File: src/verilog/cell_monitor_pkg.sv
// constants and register layout for the cell monitor switch control block
package cell_monitor_pkg;
    localparam int          CLK_HZ          = 40_000_000;
    localparam logic [6:0]  SLAVE_ADDR      = 7'h5c;
    localparam logic [7:0]  IDX_CONTROL     = 8'h00;
    localparam logic [7:0]  IDX_BALANCE     = 8'h01;
    localparam logic [7:0]  CONTROL_RESET   = 8'h00;
    localparam logic [7:0]  BALANCE_RESET   = 8'h00;
    localparam int          SLEEP_BIT       = 7;
    localparam int          WAKE_BIT        = 6;
    localparam int          MON_EN_BIT      = 5;
    localparam int          TAP_LSB         = 0;
    localparam int          TAP_W           = 3;
    localparam int          WAKE_FLAG_NS    = 10_000;
    localparam int          WAKE_EXIT_US    = 1_000;
    // least wake flag time rounds up to whole cycles
    localparam int WAKE_FLAG_CYC = (WAKE_FLAG_NS * (CLK_HZ / 1_000_000)
                                    + 999) / 1000;
    localparam int WAKE_EXIT_CYC = WAKE_EXIT_US * (CLK_HZ / 1_000_000);
endpackage

File: src/verilog/pin_filter.sv
// wake pin qualifier: synchroniser plus high-time counter
`timescale 1ns/1ps
`default_nettype none
module pin_filter #(
    parameter int COUNT = 400
) (
    input  wire logic clk,
    input  wire logic rst,
    input  wire logic ce,
    input  wire logic pin,
    output logic      qualified
);
    localparam int CW = $clog2(COUNT + 1);
    logic         sync1;
    logic         sync2;
    logic [CW-1:0] cnt;

    // elaboration check: a zero count would qualify any glitch
    if (COUNT < 1) begin : g_bad_count
        $error("pin_filter COUNT must be at least 1");
    end

    // two-stage synchroniser; sync1 is read only by sync2
    always_ff @(posedge clk) begin
        if (rst) begin
            sync1 <= 1'b0;
            sync2 <= 1'b0;
        end else if (ce) begin
            sync1 <= pin;
            sync2 <= sync1;
        end
    end

    // count high time; drop at once when the pin falls
    always_ff @(posedge clk) begin
        if (rst) begin
            cnt       <= '0;
            qualified <= 1'b0;
        end else if (ce) begin
            if (!sync2) begin
                cnt       <= '0;
                qualified <= 1'b0;
            end else if (cnt >= CW'(COUNT)) begin
                qualified <= 1'b1;
            end else begin
                cnt <= cnt + 1'b1;
            end
        end
    end
endmodule // pin_filter
`default_nettype wire

File: src/verilog/cell_monitor_ctrl.sv
// top of the cell monitor switch control block with its I2C slave
`timescale 1ns/1ps
`default_nettype none
module cell_monitor_ctrl
    import cell_monitor_pkg::*;
#(
    parameter int WAKE_EXIT_COUNT = cell_monitor_pkg::WAKE_EXIT_CYC
) (
    input  wire logic       SYS_CLK,
    input  wire logic       RST,
    input  wire logic       CE,
    input  wire logic       SCL,
    input  wire logic       SDA_IN,
    output logic            SDA_OUT,
    output logic            SDA_OE_N,
    input  wire logic       HIGH_VOLTAGE_WAKE_INPUT,
    input  wire logic       PRIMARY_DISCHARGE_CTL,
    input  wire logic       SECONDARY_DISCHARGE_CTL,
    input  wire logic       CHARGE_GATE_CTL,
    output logic [7:0]      TAP_SWITCHES_N,
    output logic [7:0]      BALANCE_SWITCHES,
    output logic            MONITOR_OUTPUT_EN,
    output logic            PRIMARY_DISCHARGE_GATE,
    output logic            SECONDARY_DISCHARGE_GATE,
    output logic            CHARGE_GATE_OUT,
    output logic            ASLEEP
);
    import cell_monitor_pkg::*;

    typedef enum {S_IDLE, S_ADDR, S_ACK, S_INDEX, S_DATA, S_READ,
                  S_RACK} i2c_state_t;

    // ***************************************************************
    // input synchronisers
    // ***************************************************************
    logic [4:0] sync1;
    logic [4:0] sync2;
    logic       scl_d;
    logic       sda_d;

    // pins from outside pass two flops before use; gate inputs reset
    // low so no gate pulses on while the pipeline refills after reset
    always_ff @(posedge SYS_CLK) begin
        if (RST) begin
            sync1 <= 5'h18;
            sync2 <= 5'h18;
            scl_d <= 1'b1;
            sda_d <= 1'b1;
        end else if (CE) begin
            sync1 <= {SCL, SDA_IN, PRIMARY_DISCHARGE_CTL,
                      SECONDARY_DISCHARGE_CTL, CHARGE_GATE_CTL};
            sync2 <= sync1;
            scl_d <= sync2[4];
            sda_d <= sync2[3];
        end
    end

    wire scl_s   = sync2[4];
    wire sda_s   = sync2[3];
    wire start_c = scl_s && scl_d && sda_d && !sda_s;
    wire stop_c  = scl_s && scl_d && !sda_d && sda_s;
    wire scl_up  = scl_s && !scl_d;
    wire scl_dn  = !scl_s && scl_d;

    // ***************************************************************
    // wake detection
    // ***************************************************************
    logic wake_flag;     // pin-derived wake event status
    logic wake_long;     // pin held past the sleep exit time
    logic host_wake;     // wake flag written by the host

    pin_filter #(.COUNT(WAKE_FLAG_CYC)) u_wake_flag (
        .clk       (SYS_CLK),
        .rst       (RST),
        .ce        (CE),
        .pin       (HIGH_VOLTAGE_WAKE_INPUT),
        .qualified (wake_flag)
    );
    pin_filter #(.COUNT(WAKE_EXIT_COUNT)) u_wake_exit (
        .clk       (SYS_CLK),
        .rst       (RST),
        .ce        (CE),
        .pin       (HIGH_VOLTAGE_WAKE_INPUT),
        .qualified (wake_long)
    );

    // ***************************************************************
    // I2C slave
    // ***************************************************************
    i2c_state_t  st;
    logic [7:0]  shreg;
    logic [3:0]  bitn;
    logic        rd;
    logic        ack_dn;
    logic        ack_slot;  // ninth clock of a byte: not a data bit
    logic [7:0]  index;
    logic        wr_stb;
    logic [7:0]  wr_data;
    logic [7:0]  control;
    logic [7:0]  balance;
    logic        sleep_bit;
    logic [7:0]  rd_word;
    wire  wake_any = wake_flag || host_wake;

    // read data: wake bit shows only the pin status
    always_comb begin
        rd_word = (index == IDX_BALANCE) ? balance : control;
        if (index == IDX_CONTROL) begin
            rd_word[WAKE_BIT]  = wake_flag;
            rd_word[SLEEP_BIT] = sleep_bit;
        end
    end

    // byte engine; samples and shifts in on scl rise, shifts out on scl fall
    always_ff @(posedge SYS_CLK) begin
        if (RST) begin
            st       <= S_IDLE;
            shreg    <= 8'h00;
            bitn     <= 4'h0;
            rd       <= 1'b0;
            index    <= 8'h00;
            wr_stb   <= 1'b0;
            wr_data  <= 8'h00;
            SDA_OUT  <= 1'b1;
            SDA_OE_N <= 1'b1;
            ack_dn   <= 1'b0;
            ack_slot <= 1'b0;
        end else if (CE) begin
            wr_stb <= 1'b0;
            if (start_c) begin
                st       <= S_ADDR;
                bitn     <= 4'h0;
                SDA_OE_N <= 1'b1;
                ack_slot <= 1'b0;
            end else if (stop_c) begin
                st       <= S_IDLE;
                SDA_OE_N <= 1'b1;
                ack_slot <= 1'b0;
            end else if (scl_up && st != S_IDLE) begin
                ack_dn <= sda_s;                     // master nack on read
                // the acknowledge clock must not count as a data bit
                if (!ack_slot) begin
                    bitn <= bitn + 4'h1;
                    if (st != S_READ)
                        shreg <= {shreg[6:0], sda_s};
                end
            end else if (scl_dn) begin
                SDA_OE_N <= 1'b1;
                ack_slot <= 1'b0;
                case (st)
                    S_ADDR:
                        if (bitn == 4'h8) begin
                            bitn <= 4'h0;
                            if (shreg[7:1] == SLAVE_ADDR) begin
                                rd       <= shreg[0];
                                st       <= S_ACK;
                                SDA_OUT  <= 1'b0;
                                SDA_OE_N <= 1'b0;
                                ack_slot <= 1'b1;
                            end else begin
                                st <= S_IDLE;
                            end
                        end
                    S_ACK: begin
                        bitn <= 4'h0;
                        if (rd) begin
                            st       <= S_READ;
                            shreg    <= {rd_word[6:0], 1'b0};
                            SDA_OUT  <= rd_word[7];
                            SDA_OE_N <= !rd_word[7] ? 1'b0 : 1'b1;
                        end else begin
                            st <= S_INDEX;
                        end
                    end
                    S_INDEX:
                        if (bitn == 4'h8) begin
                            index    <= shreg;
                            st       <= S_DATA;
                            bitn     <= 4'h0;
                            SDA_OUT  <= 1'b0;
                            SDA_OE_N <= 1'b0;
                            ack_slot <= 1'b1;
                        end
                    S_DATA:
                        if (bitn == 4'h8) begin
                            wr_stb   <= 1'b1;
                            wr_data  <= shreg;
                            bitn     <= 4'h0;
                            SDA_OUT  <= 1'b0;
                            SDA_OE_N <= 1'b0;
                            ack_slot <= 1'b1;
                        end else if (bitn == 4'h0) begin
                            SDA_OE_N <= 1'b1;
                        end
                    S_READ:
                        if (bitn == 4'h8) begin
                            st       <= S_RACK;
                            bitn     <= 4'h0;
                            ack_slot <= 1'b1;
                        end else begin
                            SDA_OUT  <= shreg[7];
                            SDA_OE_N <= !shreg[7] ? 1'b0 : 1'b1;
                            shreg    <= {shreg[6:0], 1'b0};
                        end
                    // master ack: next byte starts on this very fall
                    S_RACK:
                        if (ack_dn) begin
                            st <= S_IDLE;
                        end else begin
                            st       <= S_READ;
                            shreg    <= {rd_word[6:0], 1'b0};
                            SDA_OUT  <= rd_word[7];
                            SDA_OE_N <= !rd_word[7] ? 1'b0 : 1'b1;
                        end
                    default: st <= S_IDLE;
                endcase
            end
        end
    end

    // ***************************************************************
    // registers
    // ***************************************************************
    // control fields and balance enables; sleep clears balancing
    always_ff @(posedge SYS_CLK) begin
        if (RST) begin
            control   <= CONTROL_RESET;
            balance   <= BALANCE_RESET;
            sleep_bit <= 1'b0;
            host_wake <= 1'b0;
        end else if (CE) begin
            if (wr_stb && index == IDX_CONTROL) begin
                control   <= wr_data;
                host_wake <= wr_data[WAKE_BIT];
            end
            if (wr_stb && index == IDX_BALANCE)
                balance <= wr_data;
            if (wake_any || (sleep_bit && wake_long)) begin
                sleep_bit <= 1'b0;
            end else if (wr_stb && index == IDX_CONTROL) begin
                sleep_bit <= wr_data[SLEEP_BIT];
                if (wr_data[SLEEP_BIT])
                    balance <= 8'h00;
            end
        end
    end

    // ***************************************************************
    // outputs, all registered; all but ASLEEP gated by sleep
    // ***************************************************************
    logic [7:0] next_taps;
    always_comb begin
        next_taps = 8'hff;
        if (control[MON_EN_BIT] && !sleep_bit)
            next_taps[control[TAP_LSB +: TAP_W]] = 1'b0;
    end

    // gate drivers and switches; floating inputs resolve low off-chip
    always_ff @(posedge SYS_CLK) begin
        if (RST) begin
            TAP_SWITCHES_N           <= 8'hff;
            BALANCE_SWITCHES         <= 8'h00;
            MONITOR_OUTPUT_EN        <= 1'b0;
            PRIMARY_DISCHARGE_GATE   <= 1'b0;
            SECONDARY_DISCHARGE_GATE <= 1'b0;
            CHARGE_GATE_OUT          <= 1'b0;
            ASLEEP                   <= 1'b0;
        end else if (CE) begin
            TAP_SWITCHES_N           <= next_taps;
            BALANCE_SWITCHES         <= sleep_bit ? 8'h00 : balance;
            MONITOR_OUTPUT_EN        <= control[MON_EN_BIT] && !sleep_bit;
            PRIMARY_DISCHARGE_GATE   <= !sleep_bit && sync2[2];
            SECONDARY_DISCHARGE_GATE <= !sleep_bit && sync2[1];
            CHARGE_GATE_OUT          <= !sleep_bit && sync2[0];
            ASLEEP                   <= sleep_bit;
        end
    end
endmodule // cell_monitor_ctrl
`default_nettype wire

File: config.mk
export PLATFORM = sky130hd
export DESIGN_NAME = cell_monitor_ctrl
export DESIGN_NICKNAME = d
export VERILOG_FILES = /design/src/verilog/cell_monitor_pkg.sv /design/src/verilog/pin_filter.sv /design/src/verilog/cell_monitor_ctrl.sv
export SDC_FILE = /design/constraint.sdc
export NUM_CORES = 1
export LEC_CHECK = 0
export ABC_AREA = 0
export BUFFER_PORTS_ARGS = -buffer_cell sky130_fd_sc_hd__buf_4
export CORE_MARGIN = 2
export CORE_UTILIZATION = 55
export CTS_CLUSTER_DIAMETER = 200
export DETAILED_ROUTE_END_ITERATION = 10
export PLACE_DENSITY_LB_ADDON = 0.12
export SYNTH_ARGS = -nofsm -noshare
export SYNTH_HDL_FRONTEND = slang
export SYNTH_SLANG_ARGS = --single-unit
export TNS_END_PERCENT = 50
File: constraint.sdc
create_clock -name SYS_CLK -period 3.1 [get_ports SYS_CLK]
set_input_delay 0.465 -clock SYS_CLK [delete_from_list [all_inputs] [get_ports SYS_CLK]]
set_output_delay 0.465 -clock SYS_CLK [all_outputs]
set_load 0.1 [all_outputs]
==> implementation parameters <==
Parameter                              Value

Critical path
  CP delay by family, top    simple AND/OR/NAND/NOR gates
  Endpoint of the most critical register-to-register path    sleep_bit
  R2R depth    5
  Master of the slowest instance on the critical path    or4_1
  Critical Path Fanout Max    11
  Number of cells on the critical path    5
  Worst reg2reg setup slack    0.69 ns
  WP data required    ~3.6 ns
  Launching element type of the critical path    flip-flop
  Crit-path cells    or4_1 > or4_4 > or3_4 > or2_2 > a21oi_1
  Arrival time reported for the critical path endpoint    about 2.9 ns
  Endpoint of the worst setup timing path    sleep_bit
  Worst setup path startpoint    index[4]
  Number of buffer and inverter instances along the worst setup path    0
  CP max stage delay    between 0.6 and 0.7 ns
  Endpoint kind of the worst setup timing path    flip-flop
  Crit Reg-Reg Startpoint    index[4]
  Path type of the worst setup path    reg -> reg

Yosys
  Share of synthesized area occupied by flip-flops and latches    between 40% and 50%
  Synth Register Bits    around 120
  Prevailing post-synth register cell    dfxtp_1
  Number of cells produced by synthesis    600
  Synth warn    0
  Largest area contributor in the netlist    dfxtp_1
  Top post-synthesis cells by area    dfxtp_1 (44%), mux2i_1 (9.1%), nor2_1 (6.3%)
  Leading post-synthesis cells by instance count    dfxtp_1 (116), nor2_1 (89), mux2i_1 (48)
  Cell Area, Synth    ~5300 um2
  Number of enable-type register cells in the synthesized netlist    0
  Proportion of synthesized flip-flops having asynchronous set or reset    0%
  Yosys top cell area share    a little over two fifths
  Leading cell type by number of instances after synthesis    dfxtp_1
  Net count after synthesis    615
  Mean area per synthesized cell    8.85 um2
  Number of library cell types mapped by synthesis    62

Placed design
  Routability congestion estimate    between 0.9 and 1
  Post-DP HPWL    between 7000 and 8000 um
  Quantity of I/O buffers inserted on ports    31
  Number of placed instances with taps included    between 700 and 800

Final layout
  Antenna fix cells    0
  Filler instances    783
  Final standard cell utilization of the core    66.8%
  Fraction of final layout cells sized beyond drive strength 1    about an eighth
  Number of standard cells in the final layout excluding fillers    760
  Number of nets in the finished design    ~630
  Area Growth Syn to Fin    16.8%

GRT
  Number of global-route vias before repair    a little over 4000
  Remaining Overflow, GRT    0
  Number of antenna violations at the first check in global routing    0
  Largest net degree at the start of global routing    43
  Total global-route track usage    24.2%
  Global-route wire length before repair    between 15000 and 20000 um

Route
  DRC violations left    0
  Per-cell routed wire length    roughly 16 um
  Number of design-rule violations left by the first detailed-router iteration    about 250
  Routed vias/inst    about 5.8
  1st-pass router iterations    4
  Routed Wire Length    ~12000 um
  Vias    4380
  Final antenna-violating net count    0

Worst hold path
  Class of the tightest hold or removal check    in -> reg
  Worst hold start    SDA_IN

Clock network
  Post-CTS setup buffers    0
  Clock transition at path regs    around 0.06 ns
  Number of levels the H-tree was split into    4
  CTS Hold Bufs    0
  TritonCTS sink count    between 100 and 150
  CTS tree    done
  Cell at the root of the clock tree    clkbuf_8
  Insertion delay of the later-clocked pin in the worst-skew pair    0.52 ns
  Max clock buf depth    2
  Number of buffers added by the clock tree synthesis step    17
  Number of gates resized after cts    0

Power and ir drop
  Pwr/cell area    a little under 600 nW/um2
  Leakage dissipation    about 2.4 nW
  VDD IR max    491 uV

Die
  Effective utilization at floorplan    between 50% and 60%
  Die area    between 10000 and 15000 um2
  Core Box Area    ~9300 um2
  Die H    ~100 um
  Num ports    32
  Number of placement rows    35
  Width of the chip    102 um

STA
  Final setup violation count    0
  Final period utilization    between 70% and 80%
  Worst slew margin    between 30% and 40%
  Final Max Tran Viols    0
  Setup repair after global routing missed its margin    false
  FMAX    slightly above 400 MHz
  Clock skew    a little over 0.007 ns
  Clock period minus worst slack    roughly 2.4 ns
  Final setup TNS    0 ns
  Slew at the pin closest to its max-slew limit    about 0.94 ns
  Number of hold violations in the final report    0

Job
  Number of violations of the max-capacitance limit    0

Run status
  Status    finished, final reports clean
[layout by cell type, fill, tap and decap left out, drive strengths merged, types with 8 or more instances in the layout]
| cell type | instances |
|---|---|
| xnor2 | 18 |
| nor2 | 89 |
| o21ai | 24 |
| inv | 14 |
| mux2i | 48 |
| a211oi | 13 |
| o211ai | 9 |
| nand4 | 11 |
| buf | 36 |
| a21oi | 28 |
| nand2 | 30 |
| nand2b | 20 |
| or3 | 11 |
| clkbuf | 21 |
| nand3 | 20 |
| nor2b | 12 |
| dfxtp | 116 |
| a22oi | 8 |
[through the flow]
step / worst slack (ns) / instance area [um2] / total power, mW / hold WS, ns
2_1_floorplan: 0.800 / 5310 / 1.64 / 0.431
3_3_place_gp: 0.715 / 5600 / 1.67 / 0.441
3_5_place_dp: 0.706 / 5600 / 1.68 / 0.453
4_1_cts: 0.695 / 6200 / 3.67 / 0.140
5_1_grt: 0.586 / 6200 / 3.75 / 0.137
6_report: 0.688 / 6200 / 3.64 / 0.156
[routing by layer]
metal | up-vias | part of all wire, % | GRT usage [%]
met5 | - | 0 | 0
met4 | 0 | 2.5 | 9.95
met3 | 26 | 4.6 | 6.50
met2 | 90 | 46 | 37.0
met1 | 2092 | 47 | 32.5
li1 | 2172 | - | -
[report_power, final]
group / internal [mW] / switching (mW) / leakage [nW] / total, mW
registers: 1.50 / 0.0141 / 0.937 / 1.52
logic: 0.0434 / 0.0825 / 1.18 / 0.126
clock network: 1.34 / 0.661 / 0.294 / 2.00
[flip-flops by register name (all words and copies together), names as in the netlist, 3 cells and up]
register / flops
sync2: 5
balance: 8
sync1: 5
index: 8
shreg: 8
TAP_SWITCHES_N: 8
u_wake_flag.cnt: 9
u_wake_exit.cnt: 16
bitn: 4
st: 3
control: 8
wr_data: 8
BALANCE_SWITCHES: 8
[how the worst min path moves through the flow]
stage	cells past startpoint	end	slack (ns)
final	2	sync1[3]	0.16
after global routing	2	sync1[3]	0.14
after CTS	2	sync1[3]	0.14
after detailed placement	1	sync2[3]	0.45
after global placement	1	sync2[3]	0.44
after floorplan	1	sync2[3]	0.43
[cell families (layout without fill, tap and decap cells)]
| logic type | Yosys count | after routing | synth area share, % |
|---|---|---|---|
| fa+ha+maj | 6 | 6 | 1.41 |
| flops | 116 | 116 | 43.8 |
| mux | 51 | 51 | 9.69 |
| xor+xnor | 22 | 22 | 3.63 |
| compound gates | 127 | 127 | 16.3 |
| simple gates | 227 | 227 | 21.5 |
| buf+inv | 51 | 82 | 3.77 |
[final cells by class]
class	count	area [um2]	share of cell area, %
tap	129	161	2.60
timing repair buffer	36	270	4.36
clock buffer	21	449	7.25
multi-input combinational	433	2790	44.9
clock inverter	10	155	2.50
sequential	116	2320	37.5
inverter	15	56.3	0.908
Power figures use the tool's default switching activity.
